`src/logic/node_cfg_pkg.sv`:
```
/*
 * Constants and types shared by the serial node configuration selector.
 * Assumes a single 200 MHz clock domain and an asynchronous active-low reset.
 */
package node_cfg_pkg;
   localparam int unsigned ADDR_W      = 6;
   localparam int unsigned RATE_W      = 2;
   localparam int unsigned SW_W        = 8;
   localparam int unsigned ADDR_LSB    = 0;  // switch 1 position
   localparam int unsigned RATE_LSB    = 6;  // switch 7 position
   localparam int unsigned SETTLE_W    = 8;
   localparam int unsigned CLK_MHZ     = 200;
   // switch settle time after reset release, in ns
   localparam int unsigned SETTLE_NS   = 1000;
   localparam int unsigned SETTLE_CYC  = (SETTLE_NS * CLK_MHZ) / 1000;

   localparam logic [ADDR_W-1:0] ADDR_FROM_NVM = 6'h00;
   localparam logic [RATE_W-1:0] RATE_FROM_NVM = 2'h0;

   // bit rate selections seen by the rs-485 serial engine
   typedef enum logic [1:0] {
      RATE_NVM   = 2'h0,
      RATE_9K6   = 2'h1,
      RATE_38K4  = 2'h2,
      RATE_115K2 = 2'h3
   } rate_code_t;

   // bit rates in bits per second, used for divider sizing downstream
   localparam int unsigned BPS_9K6   = 9600;
   localparam int unsigned BPS_38K4  = 38400;
   localparam int unsigned BPS_115K2 = 115200;
   localparam logic [16:0] DIV_9K6   = 17'((CLK_MHZ * 1000000) / BPS_9K6);
   localparam logic [16:0] DIV_38K4  = 17'((CLK_MHZ * 1000000) / BPS_38K4);
   localparam logic [16:0] DIV_115K2 = 17'((CLK_MHZ * 1000000) / BPS_115K2);
endpackage

```
`src/logic/node_cfg_if.sv`:
```
/*
 * Carries the resolved settings from the decoder to the capture sequencer.
 * Assumes both ends sit in the same clock domain.
 */
`timescale 1ns/100ps
interface node_cfg_if;
   import node_cfg_pkg::*;
   logic [ADDR_W-1:0] addr;
   logic [RATE_W-1:0] rate;
   logic [16:0]       rate_div;
   modport dec (output addr, output rate, output rate_div);
   modport use_side (input addr, input rate, input rate_div);
endinterface

```
`src/logic/node_cfg_decode.sv`:
```
/*
 * Combinational resolver: splits switches into address and rate code and
 * falls back to stored values for zero fields.
 * Assumes switch bits are 1 when closed and stored values are stable.
 */
`timescale 1ns/100ps
module node_cfg_decode
   import node_cfg_pkg::*;
(
   input  wire logic [SW_W-1:0]   sw_bits,
   input  wire logic [ADDR_W-1:0] nvm_addr,
   input  wire logic [RATE_W-1:0] nvm_rate,
   node_cfg_if.dec                cfg
);
   logic [ADDR_W-1:0] sw_addr;
   logic [RATE_W-1:0] sw_rate;

   // field split and zero fallback
   always_comb begin
      sw_addr = sw_bits[ADDR_LSB +: ADDR_W];  // RL1
      sw_rate = sw_bits[RATE_LSB +: RATE_W];  // RL2
      cfg.addr = (sw_addr == ADDR_FROM_NVM) ? nvm_addr : sw_addr;  // RL4
      cfg.rate = (sw_rate == RATE_FROM_NVM) ? nvm_rate : sw_rate;  // RL5
      case (rate_code_t'(cfg.rate))  // RL6
         RATE_9K6:   cfg.rate_div = DIV_9K6;
         RATE_38K4:  cfg.rate_div = DIV_38K4;
         RATE_115K2: cfg.rate_div = DIV_115K2;
         default:    cfg.rate_div = DIV_9K6;  // stored zero: slowest rate
      endcase
   end
endmodule

```
`src/logic/serial_node_config_select.sv`:
```
/*
 * Top of the serial node configuration selector: samples eight switches once
 * after reset, resolves node address and bit rate, selects port personality.
 * Holds the capture sequencer, the captured configuration registers and the
 * registered rs-485/rs-232 personality stage; field split and stored-value
 * fallback sit in the decoder instantiated here.
 * Assumes switches, stored values and the select pin are synchronous to clk,
 * and that stored values are settled by the capture edge.
 * Switch moves count only after the next reset; the rs-232 divider comes
 * from elsewhere and is only passed through.
 */
// How it works
// RL1: switches one to six form address, switch one least significant.
// RL2: switch seven is rate bit zero, switch eight rate bit one.
// RL3: rs-232 settings never depend on the eight switches.
// RL4: zero switch address means use the stored address.
// RL5: zero switch rate code means use the stored rate.
// RL6: rate codes 1, 2, 3 mean 9.6, 38.4, 115.2 kbps.
// RL7: select pin low gives rs-485 mode, otherwise rs-232 mode.
// RL8: switches sampled after reset release, result held until next reset.
`timescale 1ns/100ps
module serial_node_config_select
   import node_cfg_pkg::*;
#(
   parameter int unsigned SETTLE_CYCLES = SETTLE_CYC
)(
   input  wire logic                clk,
   input  wire logic                rst_n,
   input  wire logic [SW_W-1:0]     sw_bits,
   input  wire logic [ADDR_W-1:0]   nvm_addr,
   input  wire logic [RATE_W-1:0]   nvm_rate,
   input  wire logic                sel_pin,
   input  wire logic [16:0]         rs232_div_in,
   output logic                     cfg_valid,
   output logic [ADDR_W-1:0]        node_addr,
   output logic [RATE_W-1:0]        rate_code,
   output logic [16:0]              rate_div,
   output logic                     rs485_mode,
   output logic [16:0]              active_div
);
   // capture sequencer states: settle, sample once, hold
   typedef enum logic [1:0] {
      S_SETTLE,
      S_CAPTURE,
      S_HOLD
   } cap_state_t;

   // elaboration checks: refuse settings the logic cannot serve
   // settle counter must reach its last value within SETTLE_W bits
   if (SETTLE_CYCLES < 1 || SETTLE_CYCLES >= (1 << SETTLE_W)) begin
      $error("settle count out of range");
   end

   // the two switch fields together must use the whole bank
   if (ADDR_W + RATE_W != SW_W) begin
      $error("switch fields do not cover the switch bank");
   end

   // rate field sits directly above the address field
   if (ADDR_LSB + ADDR_W != RATE_LSB) begin
      $error("rate field must follow the address field");
   end

   // rate field and rate code type must agree in width
   if (RATE_W != $bits(rate_code_t)) begin
      $error("rate field width differs from the rate code type");
   end

   // fallback keys on an all-zero field
   if (ADDR_FROM_NVM != '0 || RATE_FROM_NVM != '0) begin
      $error("stored-value markers must be zero");
   end

   // slowest rate must not wrap the 17-bit divider path
   if ((CLK_MHZ * 1000000) / BPS_9K6 != int'(DIV_9K6)) begin
      $error("slowest divider does not fit the divider path");
   end

   // fastest rate needs at least one clock per bit
   if ((CLK_MHZ * 1000000) / BPS_115K2 < 1) begin
      $error("clock too slow for the fastest rate");
   end

   // carrier for the resolved fields; they are combinational and
   // only the capture cycle takes them into registers
   node_cfg_if cfg ();

   // live resolver: switch split and stored-value fallback,
   // evaluated every cycle from the current pin levels
   node_cfg_decode u_dec (
      .sw_bits  (sw_bits),
      .nvm_addr (nvm_addr),
      .nvm_rate (nvm_rate),
      .cfg      (cfg.dec)
   );

   // sequencer group
   cap_state_t          state_q;
   cap_state_t          state_d;
   logic [SETTLE_W-1:0] cnt_q;
   logic [SETTLE_W-1:0] cnt_d;
   logic                cap_go;

   // captured configuration group
   logic                valid_q;
   logic                valid_d;
   logic [ADDR_W-1:0]   addr_q;
   logic [ADDR_W-1:0]   addr_d;
   logic [RATE_W-1:0]   rate_q;
   logic [RATE_W-1:0]   rate_d;
   logic [16:0]         div_q;
   logic [16:0]         div_d;

   // port personality group
   logic                mode_q;
   logic                mode_d;
   logic [16:0]         act_q;
   logic [16:0]         act_d;

   // timeline after reset release, with N = SETTLE_CYCLES:
   //   edges 1 to N: counter runs, captured configuration outputs keep their reset values
   //   edge N+1: fields sampled, cfg_valid rises
   //   later edges: fields frozen, switch and stored-value moves ignored
   //   reset again: sequence restarts from edge 1
   // the settle delay lets switch contacts stop bouncing before the sample
   always_comb begin
      state_d = state_q;
      cnt_d   = cnt_q;
      cap_go  = 1'b0;
      case (state_q)
         S_SETTLE: begin
            if (cnt_q == SETTLE_W'(SETTLE_CYCLES - 1)) begin
               state_d = S_CAPTURE;
            end else begin
               cnt_d = cnt_q + SETTLE_W'(1);
            end
         end
         S_CAPTURE: begin
            cap_go  = 1'b1;           // RL8
            state_d = S_HOLD;
         end
         S_HOLD: begin
            state_d = S_HOLD;         // RL8
         end
         default: begin
            state_d = S_SETTLE;
            cnt_d   = '0;
         end
      endcase
   end

   // sequencer registers; reset restarts the settle count
   always_ff @(posedge clk or negedge rst_n) begin
      if (!rst_n) begin
         state_q <= S_SETTLE;
         cnt_q   <= '0;
      end else begin
         state_q <= state_d;
         cnt_q   <= cnt_d;
      end
   end

   // one-shot sample of the resolved fields; cap_go is high for
   // exactly one cycle per reset, so the fields never move again
   // until the next reset
   always_comb begin
      valid_d = valid_q;
      addr_d  = addr_q;
      rate_d  = rate_q;
      div_d   = div_q;
      if (cap_go) begin
         valid_d = 1'b1;
         addr_d  = cfg.addr;       // RL8
         rate_d  = cfg.rate;       // RL8
         div_d   = cfg.rate_div;   // RL6
      end
   end

   // captured configuration registers; reset shows address 0, rate 0
   // and the slowest divider until the capture edge
   always_ff @(posedge clk or negedge rst_n) begin
      if (!rst_n) begin
         valid_q <= 1'b0;
         addr_q  <= ADDR_FROM_NVM;
         rate_q  <= RATE_FROM_NVM;
         div_q   <= DIV_9K6;
      end else begin
         valid_q <= valid_d;
         addr_q  <= addr_d;
         rate_q  <= rate_d;
         div_q   <= div_d;
      end
   end

   // personality: switch-derived rate only reaches the rs-485 path,
   // the rs-232 divider passes through untouched whatever the switches
   // say; before capture the rs-485 path shows the slowest divider
   always_comb begin
      mode_d = ~sel_pin;                        // RL7
      act_d  = mode_d ? div_q : rs232_div_in;   // RL3
   end

   // personality registers; mode and divider share one stage so that
   // they change on the same edge
   always_ff @(posedge clk or negedge rst_n) begin
      if (!rst_n) begin
         mode_q <= 1'b0;
         act_q  <= '0;
      end else begin
         mode_q <= mode_d;
         act_q  <= act_d;
      end
   end

   // outputs are plain register copies, no logic after the flops
   // captured configuration to the pins
   assign cfg_valid  = valid_q;
   assign node_addr  = addr_q;
   assign rate_code  = rate_q;
   assign rate_div   = div_q;

   // port personality to the pins
   assign rs485_mode = mode_q;
   assign active_div = act_q;
endmodule

```
`config.mk`:
```
export PLATFORM = sky130hd
export DESIGN_NAME = serial_node_config_select
export DESIGN_NICKNAME = d
export VERILOG_FILES = /design/src/logic/node_cfg_pkg.sv /design/src/logic/node_cfg_if.sv /design/src/logic/node_cfg_decode.sv /design/src/logic/serial_node_config_select.sv
export SDC_FILE = /design/constraint.sdc
export NUM_CORES = 1
export LEC_CHECK = 0
export BUFFER_PORTS_ARGS = -buffer_cell sky130_fd_sc_hd__buf_2
export CAP_MARGIN = 20
export CORE_AREA = 10 10 73 75
export CTS_CLUSTER_DIAMETER = 100
export DETAILED_ROUTE_END_ITERATION = 10
export DIE_AREA = 0 0 83 85
export GPL_TIMING_DRIVEN = 0
export PLACE_DENSITY_LB_ADDON = 0.25
export SYNTH_ARGS = -nofsm -noshare
export SYNTH_HDL_FRONTEND = slang
export SYNTH_SLANG_ARGS = --single-unit
```
`constraint.sdc`:
```
create_clock -name clk -period 4.05 [get_ports clk]
set_input_delay 0.81 -clock clk [delete_from_list [all_inputs] [get_ports clk]]
set_output_delay 0.81 -clock clk [all_outputs]
set_load 0.02 [all_outputs]
```
### Word level (Yosys, flattened, before mapping)

Index checks and enable logic that the tools add are counted.

* add/subtract/negate cells: 1
* reductions and logical operators: 5
* equality and inequality tests: 7
* muxes and demuxes: 9
* bitwise operators: 2

Operators with widths (number)
* one-hot mux 15 bit (2 select lines): 1
* two-way mux 17 bit: 1
* one-hot mux 8 bit (2 select lines): 1
* adder 8 x 1 -> 8 bit (second input constant): 1
* == test 8 bit (second input constant): 1
* two-way mux 8 bit: 1
* == test 2 bit (second input constant): 3
* logical NOT 6 bit: 1
* two-way mux 6 bit: 1
* logical NOT 2 bit: 2
* two-way mux 2 bit: 2
* != test 2 bit (second input constant): 2
* one-hot mux 2 bit (2 select lines): 1
* == test 2 x 1 -> 1 bit (second input constant): 1
* NOT 1 bit: 2
* AND reduction 2 bit: 1
* OR reduction 2 bit: 1
* two-way mux 1 bit: 1

* register bits after elaboration: 54
* word-level logic and storage cells: 32
* output and inout bits: 44
* input port bits: 36

### Logic depth before layout (Yosys ltp)

Gate-level depths: netlist of run 1.

* depth in word-level cells: 4
* gate-level depth with buffers: 6
* mapped depth without buffers: 5

### Hierarchy

A second synthesis of run 1 with hierarchy kept.

* cells, all modules: 191
* area total of the unflattened synthesis: 2449.8 µm²

Modules (own cells, without submodules)
* serial_node_config_select: times used 1, cells an instance 156, area an instance 2202.1 µm², sequential area each 1358.8 µm²
* node_cfg_decode: times used 1, cells an instance 35, area an instance 247.7 µm², sequential area each 0.0 µm²

### Least setup slack after synthesis of run 1

Ideal clock, no wire load.

* kind: input-to-reg
* start: in sw_bits[1]
* end: reg addr_q[0] (netlist: node_addr[0])
* stages on the path: 3
* buffers on the path: 0
* slack: 2455 ps
* setup time: 66 ps
* arrival: 1529 ps
* data required time: 3984 ps
* cells stage by stage: nor4_2 > and4_1 > a221o_1

* cells in the longest elaborated chain, start to end: 2

Ends and longest elaborated chain
* start: declaration: RTL line serial_node_config_select.sv:29 `input wire logic [SW_W-1:0] sw_bits,`
* logical NOT 6 bit: RTL line node_cfg_decode.sv:22 `cfg.addr = (sw_addr == ADDR_FROM_NVM) ? nvm_addr : sw_addr;`
* two-way mux 6 bit: RTL line node_cfg_decode.sv:22
* end signal: assignment: RTL line serial_node_config_select.sv:189 `addr_q <= addr_d;`
* end: declaration: RTL line serial_node_config_select.sv:107 `logic [ADDR_W-1:0] addr_q;`

No other way between the ends.
A chain may end at the register's enable or synchronous reset.

### Final worst setup path of run 1

* start: reg div_q[8] (netlist: rate_div[8])
* end: out rate_div[8]

RTL lines
* start: declaration: RTL line serial_node_config_select.sv:111 `logic [16:0] div_q;`
* start signal: assignment: RTL line serial_node_config_select.sv:191 `div_q <= div_d;`
* end: declaration: RTL line serial_node_config_select.sv:37 `output logic [16:0] rate_div,`

No word-level cell between the ends.

==> impl_metrics.env, run 1 <==
export IMPL_run_status="finished clean"
export IMPL_via_count=1567
export IMPL_die_h_um=85
export IMPL_cp_required_ps=3240
export IMPL_insertion_delay_ps=290
export IMPL_grt_pass1_wl_um=7880
export IMPL_synth_mux_area_share_pct=1.56
export IMPL_syn_area_mm2=0.00192
export IMPL_path_class="reg -> out"
export IMPL_crit_chain="buf_4 > buf_2"
export IMPL_endpoint="rate_div[8]"
export IMPL_min_period_over_period_pct=48.1
export IMPL_place_area_mm2=0.00236
export IMPL_reg2reg_from="state_q[0]"
export IMPL_drive_above_1_share_pct=37.8
export IMPL_cts_sink_count=41
export IMPL_yosys_area_top_type_share_pct=50.8
export IMPL_cts_resized=0
export IMPL_synth_edf_count=0
export IMPL_setup_viol=0
export IMPL_synth_adder_area_share_pct=2.61
export IMPL_crit_slowest_cell="dfstp_2"
export IMPL_synthXorXnorAreaFrac_pct=0
export IMPL_ant_nets=0
export IMPL_setup_tns_ps=0
export IMPL_synth_compound_area_share_pct=12.4
export IMPL_clk_path_buf_depth=2
export IMPL_wl_per_cell_um=14.1
export IMPL_crit_path_start="rate_div[8]"
export IMPL_endpoint_kind="primary output"
export IMPL_clock_skew_ps=1.74
export IMPL_post_cts_buffers=0
export IMPL_nNetsFinal=310
export IMPL_dieArea_mm2=0.00706
export IMPL_portBuffers=71
export IMPL_hold_worst_slack_ps=456
export IMPL_synth_cell_type_count=41
export IMPL_drc=0
export IMPL_yosys_cell_count_top_type="dfrtp_1"
export IMPL_critPathMaxFanout=6
export IMPL_fin_cells=320
export IMPL_track_usage_pct=13.2
export IMPL_grt_remaining_overflow=0
export IMPL_routed_wl_um=4530
export IMPL_worst_path_buf_inv=2
export IMPL_start_util_pct=49.0
export IMPL_syn_to_final_growth_pct=26.8
export IMPL_synth_top_family_by_area="simple AND/OR/NAND/NOR gates"
export IMPL_place_congestion=0.826
export IMPL_io_pins=80
export IMPL_grt_pass1_vias=1635
export IMPL_synth_area_leaders="dfrtp_1 51%, nand2_1 6.1%, buf_4 5.1%"
export IMPL_cap_violations=0
export IMPL_htreeDepth=2
export IMPL_startpoint_type="register"
export IMPL_peakVddDrop_mv=0.181
export IMPL_worst_pin_slew_ps=869
export IMPL_place_ws_ps=2210
export IMPL_min_period_ps=1950
export IMPL_synth_main_ff_cell="dfrtp_1"
export IMPL_fin_area_mm2=0.00243
export IMPL_hold_class="reg -> reg"
export IMPL_slowest_delay_ps=590
export IMPL_fmax_ghz=0.513
export IMPL_slew_headroom_pct=42.1
export IMPL_syn_area_per_cell_um2=10.3
export IMPL_yosysSeqAreaShare_pct=53.6
export IMPL_layout_setup_ws_ps=2100
export IMPL_place_hpwl_um=3520
export IMPL_yosys_area_share_simple_pct=20.3
export IMPL_drtIter0Drc=67
export IMPL_critical_path_depth=2
export IMPL_yosysWarnings=0
export IMPL_antenna_found_initial=0
export IMPL_rows=23
export IMPL_hold_viol=0
export IMPL_grt_start_max_net_pins=42
export IMPL_reg2reg_slack_ps=2420
export IMPL_antennaDiodeCount=0
export IMPL_path_clk_slew_ps=70
export IMPL_ys_ff_latch=41
export IMPL_dp_cells=313
export IMPL_ys_async_sr_fraction_pct=100
export IMPL_dieWidth_um=83
export IMPL_cts_tree="done"
export IMPL_rsz0062_at_grt="false"
export IMPL_reg2reg_to="cnt_q[5]"
export IMPL_routed_via_density=4.90
export IMPL_power_per_cell_area_mw_per_mm2=305
export IMPL_synth_common_cells="39 x dfrtp_1, 31 x nand2_1, 13 x buf_4, 13 x inv_1, 7 x and2_1"
export IMPL_core_area_mm2=0.00391
export IMPL_holdBufCountCts=0
export IMPL_r2r_cells=5
export IMPL_drv_slew=0
export IMPL_syn_inst=187
export IMPL_cpLargestDelayFamily="flip-flops"
export IMPL_clock_tree_root_cell="clkbuf_8"
export IMPL_arrival_ps=1140
export IMPL_drt_first_pass_iters=4
export IMPL_p_leak_nw=1.33
export IMPL_numCtsBuffers=5
export IMPL_synth_top_cell_by_area="dfrtp_1"
[where the power goes]
part | leakage [nW] | switching (W) | internal (W) | total (W)
clock | 0.0410 | 0.000129 | 0.000117 | 0.000246
combinational | 0.791 | 0.0000465 | 0.0000289 | 0.0000754
sequential | 0.494 | 0.00000218 | 0.000419 | 0.000421
total | 1.33 | 0.000178 | 0.000565 | 0.000742
[final cells by class]
type / instances / area [µm²]
sequential: 41 / 1030
buffer: 20 / 128
tap: 50 / 62.6
clock buffer: 6 / 72.6
clock inverter: 1 / 5.00
timing repair buffer: 71 / 355
inverter: 13 / 48.8
multi-input combinational: 118 / 733
fill: 341 / 1480
[how the worst min path moves through the flow]
| stage | start | endpoint | slack [ps] | cells after the start |
|---|---|---|---|---|
| after floorplan | state_q[1] | state_q[1] | 500 | 2 |
| after global placement | cfg_valid | cfg_valid | 450 | 1 |
| after detailed placement | cfg_valid | cfg_valid | 440 | 1 |
| after CTS | cfg_valid | cfg_valid | 460 | 1 |
| after global routing | cfg_valid | cfg_valid | 510 | 1 |
| final | cfg_valid | cfg_valid | 460 | 1 |
[state kept, by name, indices dropped and copies added, names as in the netlist]
register,count
rate_div,5
cnt_q,8
rate_code,1
rs485_mode,1
active_div,17
state_q,2
node_addr,6
cfg_valid,1
[cells in the final DEF, fill, tap and decap left out, types with 4 or more instances in the layout]
master and n:
ha_1 4, dfrtp_1 39, buf_4 13, clkbuf_1 4, nand3_1 4, o211ai_1 5, nor2b_1 5, nand2_1 31
buf_2 74, a21oi_1 6, nor2_1 5, conb_1 7, o21ai_0 5, clkbuf_8 5, and2_1 7, o311ai_1 4
a221o_1 4, inv_1 13
[kinds of logic (layout without fill, tap and decap cells)]
group / Yosys count / count (layout)
other cells: 2 / 7
simple gates: 70 / 70
buf+inv: 33 / 111
mux: 3 / 3
flops: 41 / 41
compound gates: 34 / 34
fa+ha+maj: 4 / 4
[stage by stage]
step                power (W)  util, %
global route         0.000777     62.2
detailed placement   0.000505     60.2
global placement     0.000504     60.2
floorplan            0.000466        -
finish               0.000742     62.2
CTS                  0.000754     62.2
[routing by layer]
layer / global-route usage [%] / wire (µm) / vias up / part of all wire (%)
li1: - / - / 780 / -
met1: 16.2 / 2130 / 717 / 47
met2: 19.9 / 1990 / 66 / 44
met3: 5.07 / 356 / 4 / 7.9
met4: 6.35 / 47 / 0 / 1.0
met5: 0 / 0 / - / 0
(Power assumes the default switching activity.)
==> run 2, diff against run 1 <==
- CORE_AREA: 10 10 73 75 -> 10 10 75 77
- DIE_AREA: 0 0 83 85 -> 0 0 85 87
- clock period: 4.05 -> 1.8 ns (I/O delays scaled with it)
==> impl_metrics.env, run 2 (synthesis gave the netlist of run 1 again) <==
export IMPL_arrival_ps=1790
export IMPL_endpoint="cnt_q[0]"
export IMPL_nNetsFinal=310
export IMPL_setup_tns_ps=0
export IMPL_worst_pin_slew_ps=884
export IMPL_slew_headroom_pct=41.0
export IMPL_hold_class="in -> async"
export IMPL_largest_reg_flops=17
export IMPL_hold_worst_slack_ps=190
export IMPL_final_common_cell="buf_2"
export IMPL_final_cell_mix="74 x buf_2, 39 x dfrtp_1, 31 x nand2_1, 13 x inv_1, 13 x buf_4"
export IMPL_endpoint_kind="register"
export IMPL_r2r_cells=5
export IMPL_antenna_found_initial=0
export IMPL_grt_pass1_vias=1577
export IMPL_path_class="reg -> reg"
export IMPL_hold_viol=0
export IMPL_cts_resized=0
export IMPL_place_congestion=0.800
export IMPL_grt_pass1_wl_um=7500
export IMPL_place_area_mm2=0.00236
export IMPL_numCtsBuffers=5
export IMPL_clk_path_buf_depth=2
export IMPL_power_per_cell_area_mw_per_mm2=698
export IMPL_crit_path_start="cnt_q[0]"
export IMPL_run_status="finished clean"
export IMPL_reg2reg_slack_ps=170
export IMPL_critPathMaxFanout=7
export IMPL_post_cts_buffers=0
export IMPL_via_count=1586
export IMPL_cap_violations=0
export IMPL_fin_area_mm2=0.00244
export IMPL_p_leak_nw=1.33
export IMPL_place_ws_ps=199
export IMPL_drv_slew=0
export IMPL_routed_via_density=4.91
export IMPL_start_util_pct=45.3
export IMPL_min_period_ps=1630
export IMPL_drt_first_pass_iters=4
export IMPL_wl_per_cell_um=14.3
export IMPL_die_h_um=87
export IMPL_antennaDiodeCount=0
export IMPL_clock_skew_ps=4.71
export IMPL_reg2reg_to="cnt_q[0]"
export IMPL_track_usage_pct=12.2
export IMPL_holdBufCountCts=0
export IMPL_peakVddDrop_mv=0.353
export IMPL_htreeDepth=2
export IMPL_syn_to_final_growth_pct=27.4
export IMPL_routed_wl_um=4610
export IMPL_insertion_delay_ps=290
export IMPL_reg2reg_from="cnt_q[0]"
export IMPL_cp_required_ps=1960
export IMPL_core_area_mm2=0.00423
export IMPL_grt_start_max_net_pins=42
export IMPL_drc=0
export IMPL_ant_nets=0
export IMPL_drtIter0Drc=64
export IMPL_layout_setup_ws_ps=171
export IMPL_min_period_over_period_pct=90.5
export IMPL_clock_tree_root_cell="clkbuf_8"
export IMPL_path_clk_slew_ps=80
export IMPL_io_pins=80
export IMPL_grt_remaining_overflow=0
export IMPL_portBuffers=71
export IMPL_dieWidth_um=85
export IMPL_dieArea_mm2=0.00740
export IMPL_rows=24
export IMPL_setup_viol=0
export IMPL_startpoint_type="register"
export IMPL_power_w=0.00171
export IMPL_drive_above_1_share_pct=38.4
export IMPL_place_hpwl_um=3520
export IMPL_rsz0062_at_grt="false"
export IMPL_cts_sink_count=41
export IMPL_cts_tree="done"
export IMPL_fmax_ghz=0.614
## run 2: worst max-delay path, stage by stage, from the launching register on
cell and delay, ps:
dfrtp_1 470, ha_1 220, or3b_1 340, buf_2 170, o211ai_1 180, o311ai_1 120
## run 2: routing by layer
metal	global-route usage, %	vias up	routed length (µm)	part of all wire (%)
met2	18.9	67	2090	45
met4	3.29	0	14	0.30
met1	14.8	735	2040	44
li1	-	782	-	-
met5	0	-	0	0
met3	5.90	2	465	10
## run 2: worst min path at each step
stage	start	endpoint	slack, ps
2_1_floorplan	rst_n	active_div[0]	60
3_3_place_gp	cfg_valid	cfg_valid	450
3_5_place_dp	cfg_valid	cfg_valid	460
4_1_cts	rst_n	cnt_q[7]	220
5_1_grt	rst_n	cfg_valid	270
6_report	rst_n	cnt_q[7]	190
## run 2: final cells by class
type,count,area (µm²)
plain buffers,20,128
inverters,13,48.8
multi-input cells,118,733
flip-flops and latches,41,1030
clock buffers,5,68.8
clock inverters,3,17.5
well taps,52,65.1
repair buffers,71,355
fillers,387,1790
## run 2: where the power goes
part           leakage, nW  total (W)  internal [W]  switching [W]
sequential           0.494   0.000946      0.000942     0.00000463
combinational        0.791   0.000169     0.0000650       0.000104
clock               0.0439   0.000592      0.000268       0.000324
## run 2: stage by stage
stage               util (%)  cells
floorplan                  -    192
global placement        55.7    315
detailed placement      55.7    315
CTS                     57.7    323
global route            57.7    323
finish                  57.7    323
==> run 3, diff against run 2 <==
- CORE_AREA: 10 10 75 77 -> 10 10 74 76
- CTS_BUF_LIST: default -> sky130_fd_sc_hd__clkbuf_8
- DIE_AREA: 0 0 85 87 -> 0 0 84 86
==> impl_metrics.env, run 3 (synthesis gave the netlist of run 1 again) <==
export IMPL_nNetsFinal=310
export IMPL_reg2reg_slack_ps=140
export IMPL_endpoint_kind="register"
export IMPL_io_pins=80
export IMPL_portBuffers=71
export IMPL_grt_pass1_vias=1612
export IMPL_routed_wl_um=4690
export IMPL_antenna_found_initial=0
export IMPL_reg2reg_from="state_q[0]"
export IMPL_grt_start_max_net_pins=42
export IMPL_startpoint_type="register"
export IMPL_routed_via_density=4.93
export IMPL_fin_cells=321
export IMPL_hold_class="in -> async"
export IMPL_final_common_cell="buf_2"
export IMPL_cap_violations=0
export IMPL_path_clk_slew_ps=80
export IMPL_reg2reg_to="cnt_q[5]"
export IMPL_grt_remaining_overflow=0
export IMPL_htreeDepth=2
export IMPL_min_period_over_period_pct=92.0
export IMPL_drive_above_1_share_pct=38.4
export IMPL_slew_headroom_pct=40.7
export IMPL_setup_tns_ps=0
export IMPL_r2r_cells=5
export IMPL_p_leak_nw=1.33
export IMPL_place_hpwl_um=3640
export IMPL_clock_skew_ps=5.20
export IMPL_arrival_ps=1880
export IMPL_min_period_ps=1660
export IMPL_place_congestion=0.819
export IMPL_dieWidth_um=84
export IMPL_holdBufCountCts=0
export IMPL_dp_cells=313
export IMPL_core_area_mm2=0.00397
export IMPL_wl_per_cell_um=14.6
export IMPL_clk_path_buf_depth=2
export IMPL_power_w=0.00171
export IMPL_largest_reg_flops=17
export IMPL_grt_pass1_wl_um=7800
export IMPL_via_count=1582
export IMPL_rsz0062_at_grt="false"
export IMPL_setup_viol=0
export IMPL_track_usage_pct=12.9
export IMPL_dieArea_mm2=0.00722
export IMPL_insertion_delay_ps=290
export IMPL_critPathMaxFanout=5
export IMPL_fmax_ghz=0.604
export IMPL_post_cts_buffers=0
export IMPL_cts_resized=0
export IMPL_cp_required_ps=2030
export IMPL_power_per_cell_area_mw_per_mm2=698
export IMPL_drt_first_pass_iters=4
export IMPL_drc=0
export IMPL_hold_viol=0
export IMPL_numCtsBuffers=5
export IMPL_syn_to_final_growth_pct=27.2
export IMPL_cts_sink_count=41
export IMPL_worst_pin_slew_ps=890
export IMPL_run_status="finished clean"
export IMPL_final_util_pct=61.5
export IMPL_antennaDiodeCount=0
export IMPL_final_cell_mix="74 x buf_2, 39 x dfrtp_1, 31 x nand2_1, 13 x inv_1, 13 x buf_4"
export IMPL_path_class="reg -> reg"
export IMPL_cts_tree="done"
export IMPL_peakVddDrop_mv=0.364
export IMPL_start_util_pct=48.3
export IMPL_rows=23
export IMPL_die_h_um=86
export IMPL_ant_nets=0
export IMPL_drv_slew=0
export IMPL_drtIter0Drc=81
export IMPL_clock_tree_root_cell="clkbuf_8"
run 3: cell counts in the layout (fill, tap and decap cells not counted):
Identical to the previous run, type by type.
run 3: worst max-delay path: stages (launching register included):
cell and delay [ps]:
dfrtp_1 370, inv_1 60, ha_1 340, and2b_1 310, or4b_1 450, nand3_1 80
run 3: per-stage QoR:
stage               setup slack, ps  cell area, µm²  hold WS [ps]
floorplan                       298            1940          64.4
global placement                203            2360           445
detailed placement              170            2360           450
CTS                             162            2440           228
global route                   28.5            2440           246
finish                          145            2440           193
run 3: layout make-up:
| cell class | instances | area (µm²) |
|---|---|---|
| plain buffers | 20 | 128 |
| clock buffers | 5 | 68.8 |
| clock inverters | 3 | 17.5 |
| fillers | 356 | 1530 |
| inverters | 13 | 48.8 |
| multi-input cells | 118 | 733 |
| flip-flops and latches | 41 | 1030 |
| well taps | 50 | 62.6 |
| repair buffers | 71 | 355 |
run 3: layer usage:
metal | vias up | global-route usage, % | wire length (µm)
li1 | 785 | - | -
met1 | 740 | 15.8 | 2120
met2 | 55 | 20.3 | 2180
met3 | 2 | 5.68 | 361
met4 | 0 | 3.20 | 22
met5 | - | 0 | 0
run 3: worst max path at each step:
| stage | startpoint | slack [ps] | depth (start not counted) | endpoint |
|---|---|---|---|---|
| 5_1_grt | cnt_q[0] | 30 | 5 | cnt_q[0] |
| 3_3_place_gp | state_q[0] | 200 | 5 | cnt_q[5] |
| 4_1_cts | cnt_q[0] | 160 | 5 | cnt_q[1] |
| 2_1_floorplan | state_q[0] | 300 | 5 | cnt_q[5] |
| 3_5_place_dp | state_q[0] | 170 | 5 | cnt_q[5] |
| 6_report | state_q[0] | 140 | 5 | cnt_q[5] |
run 3: power breakdown:
| part | internal [W] | switching, W |
|---|---|---|
| Clock | 0.000268 | 0.000323 |
| Sequential | 0.000942 | 0.00000438 |
| Combinational | 0.0000650 | 0.000105 |
| Total | 0.00127 | 0.000431 |
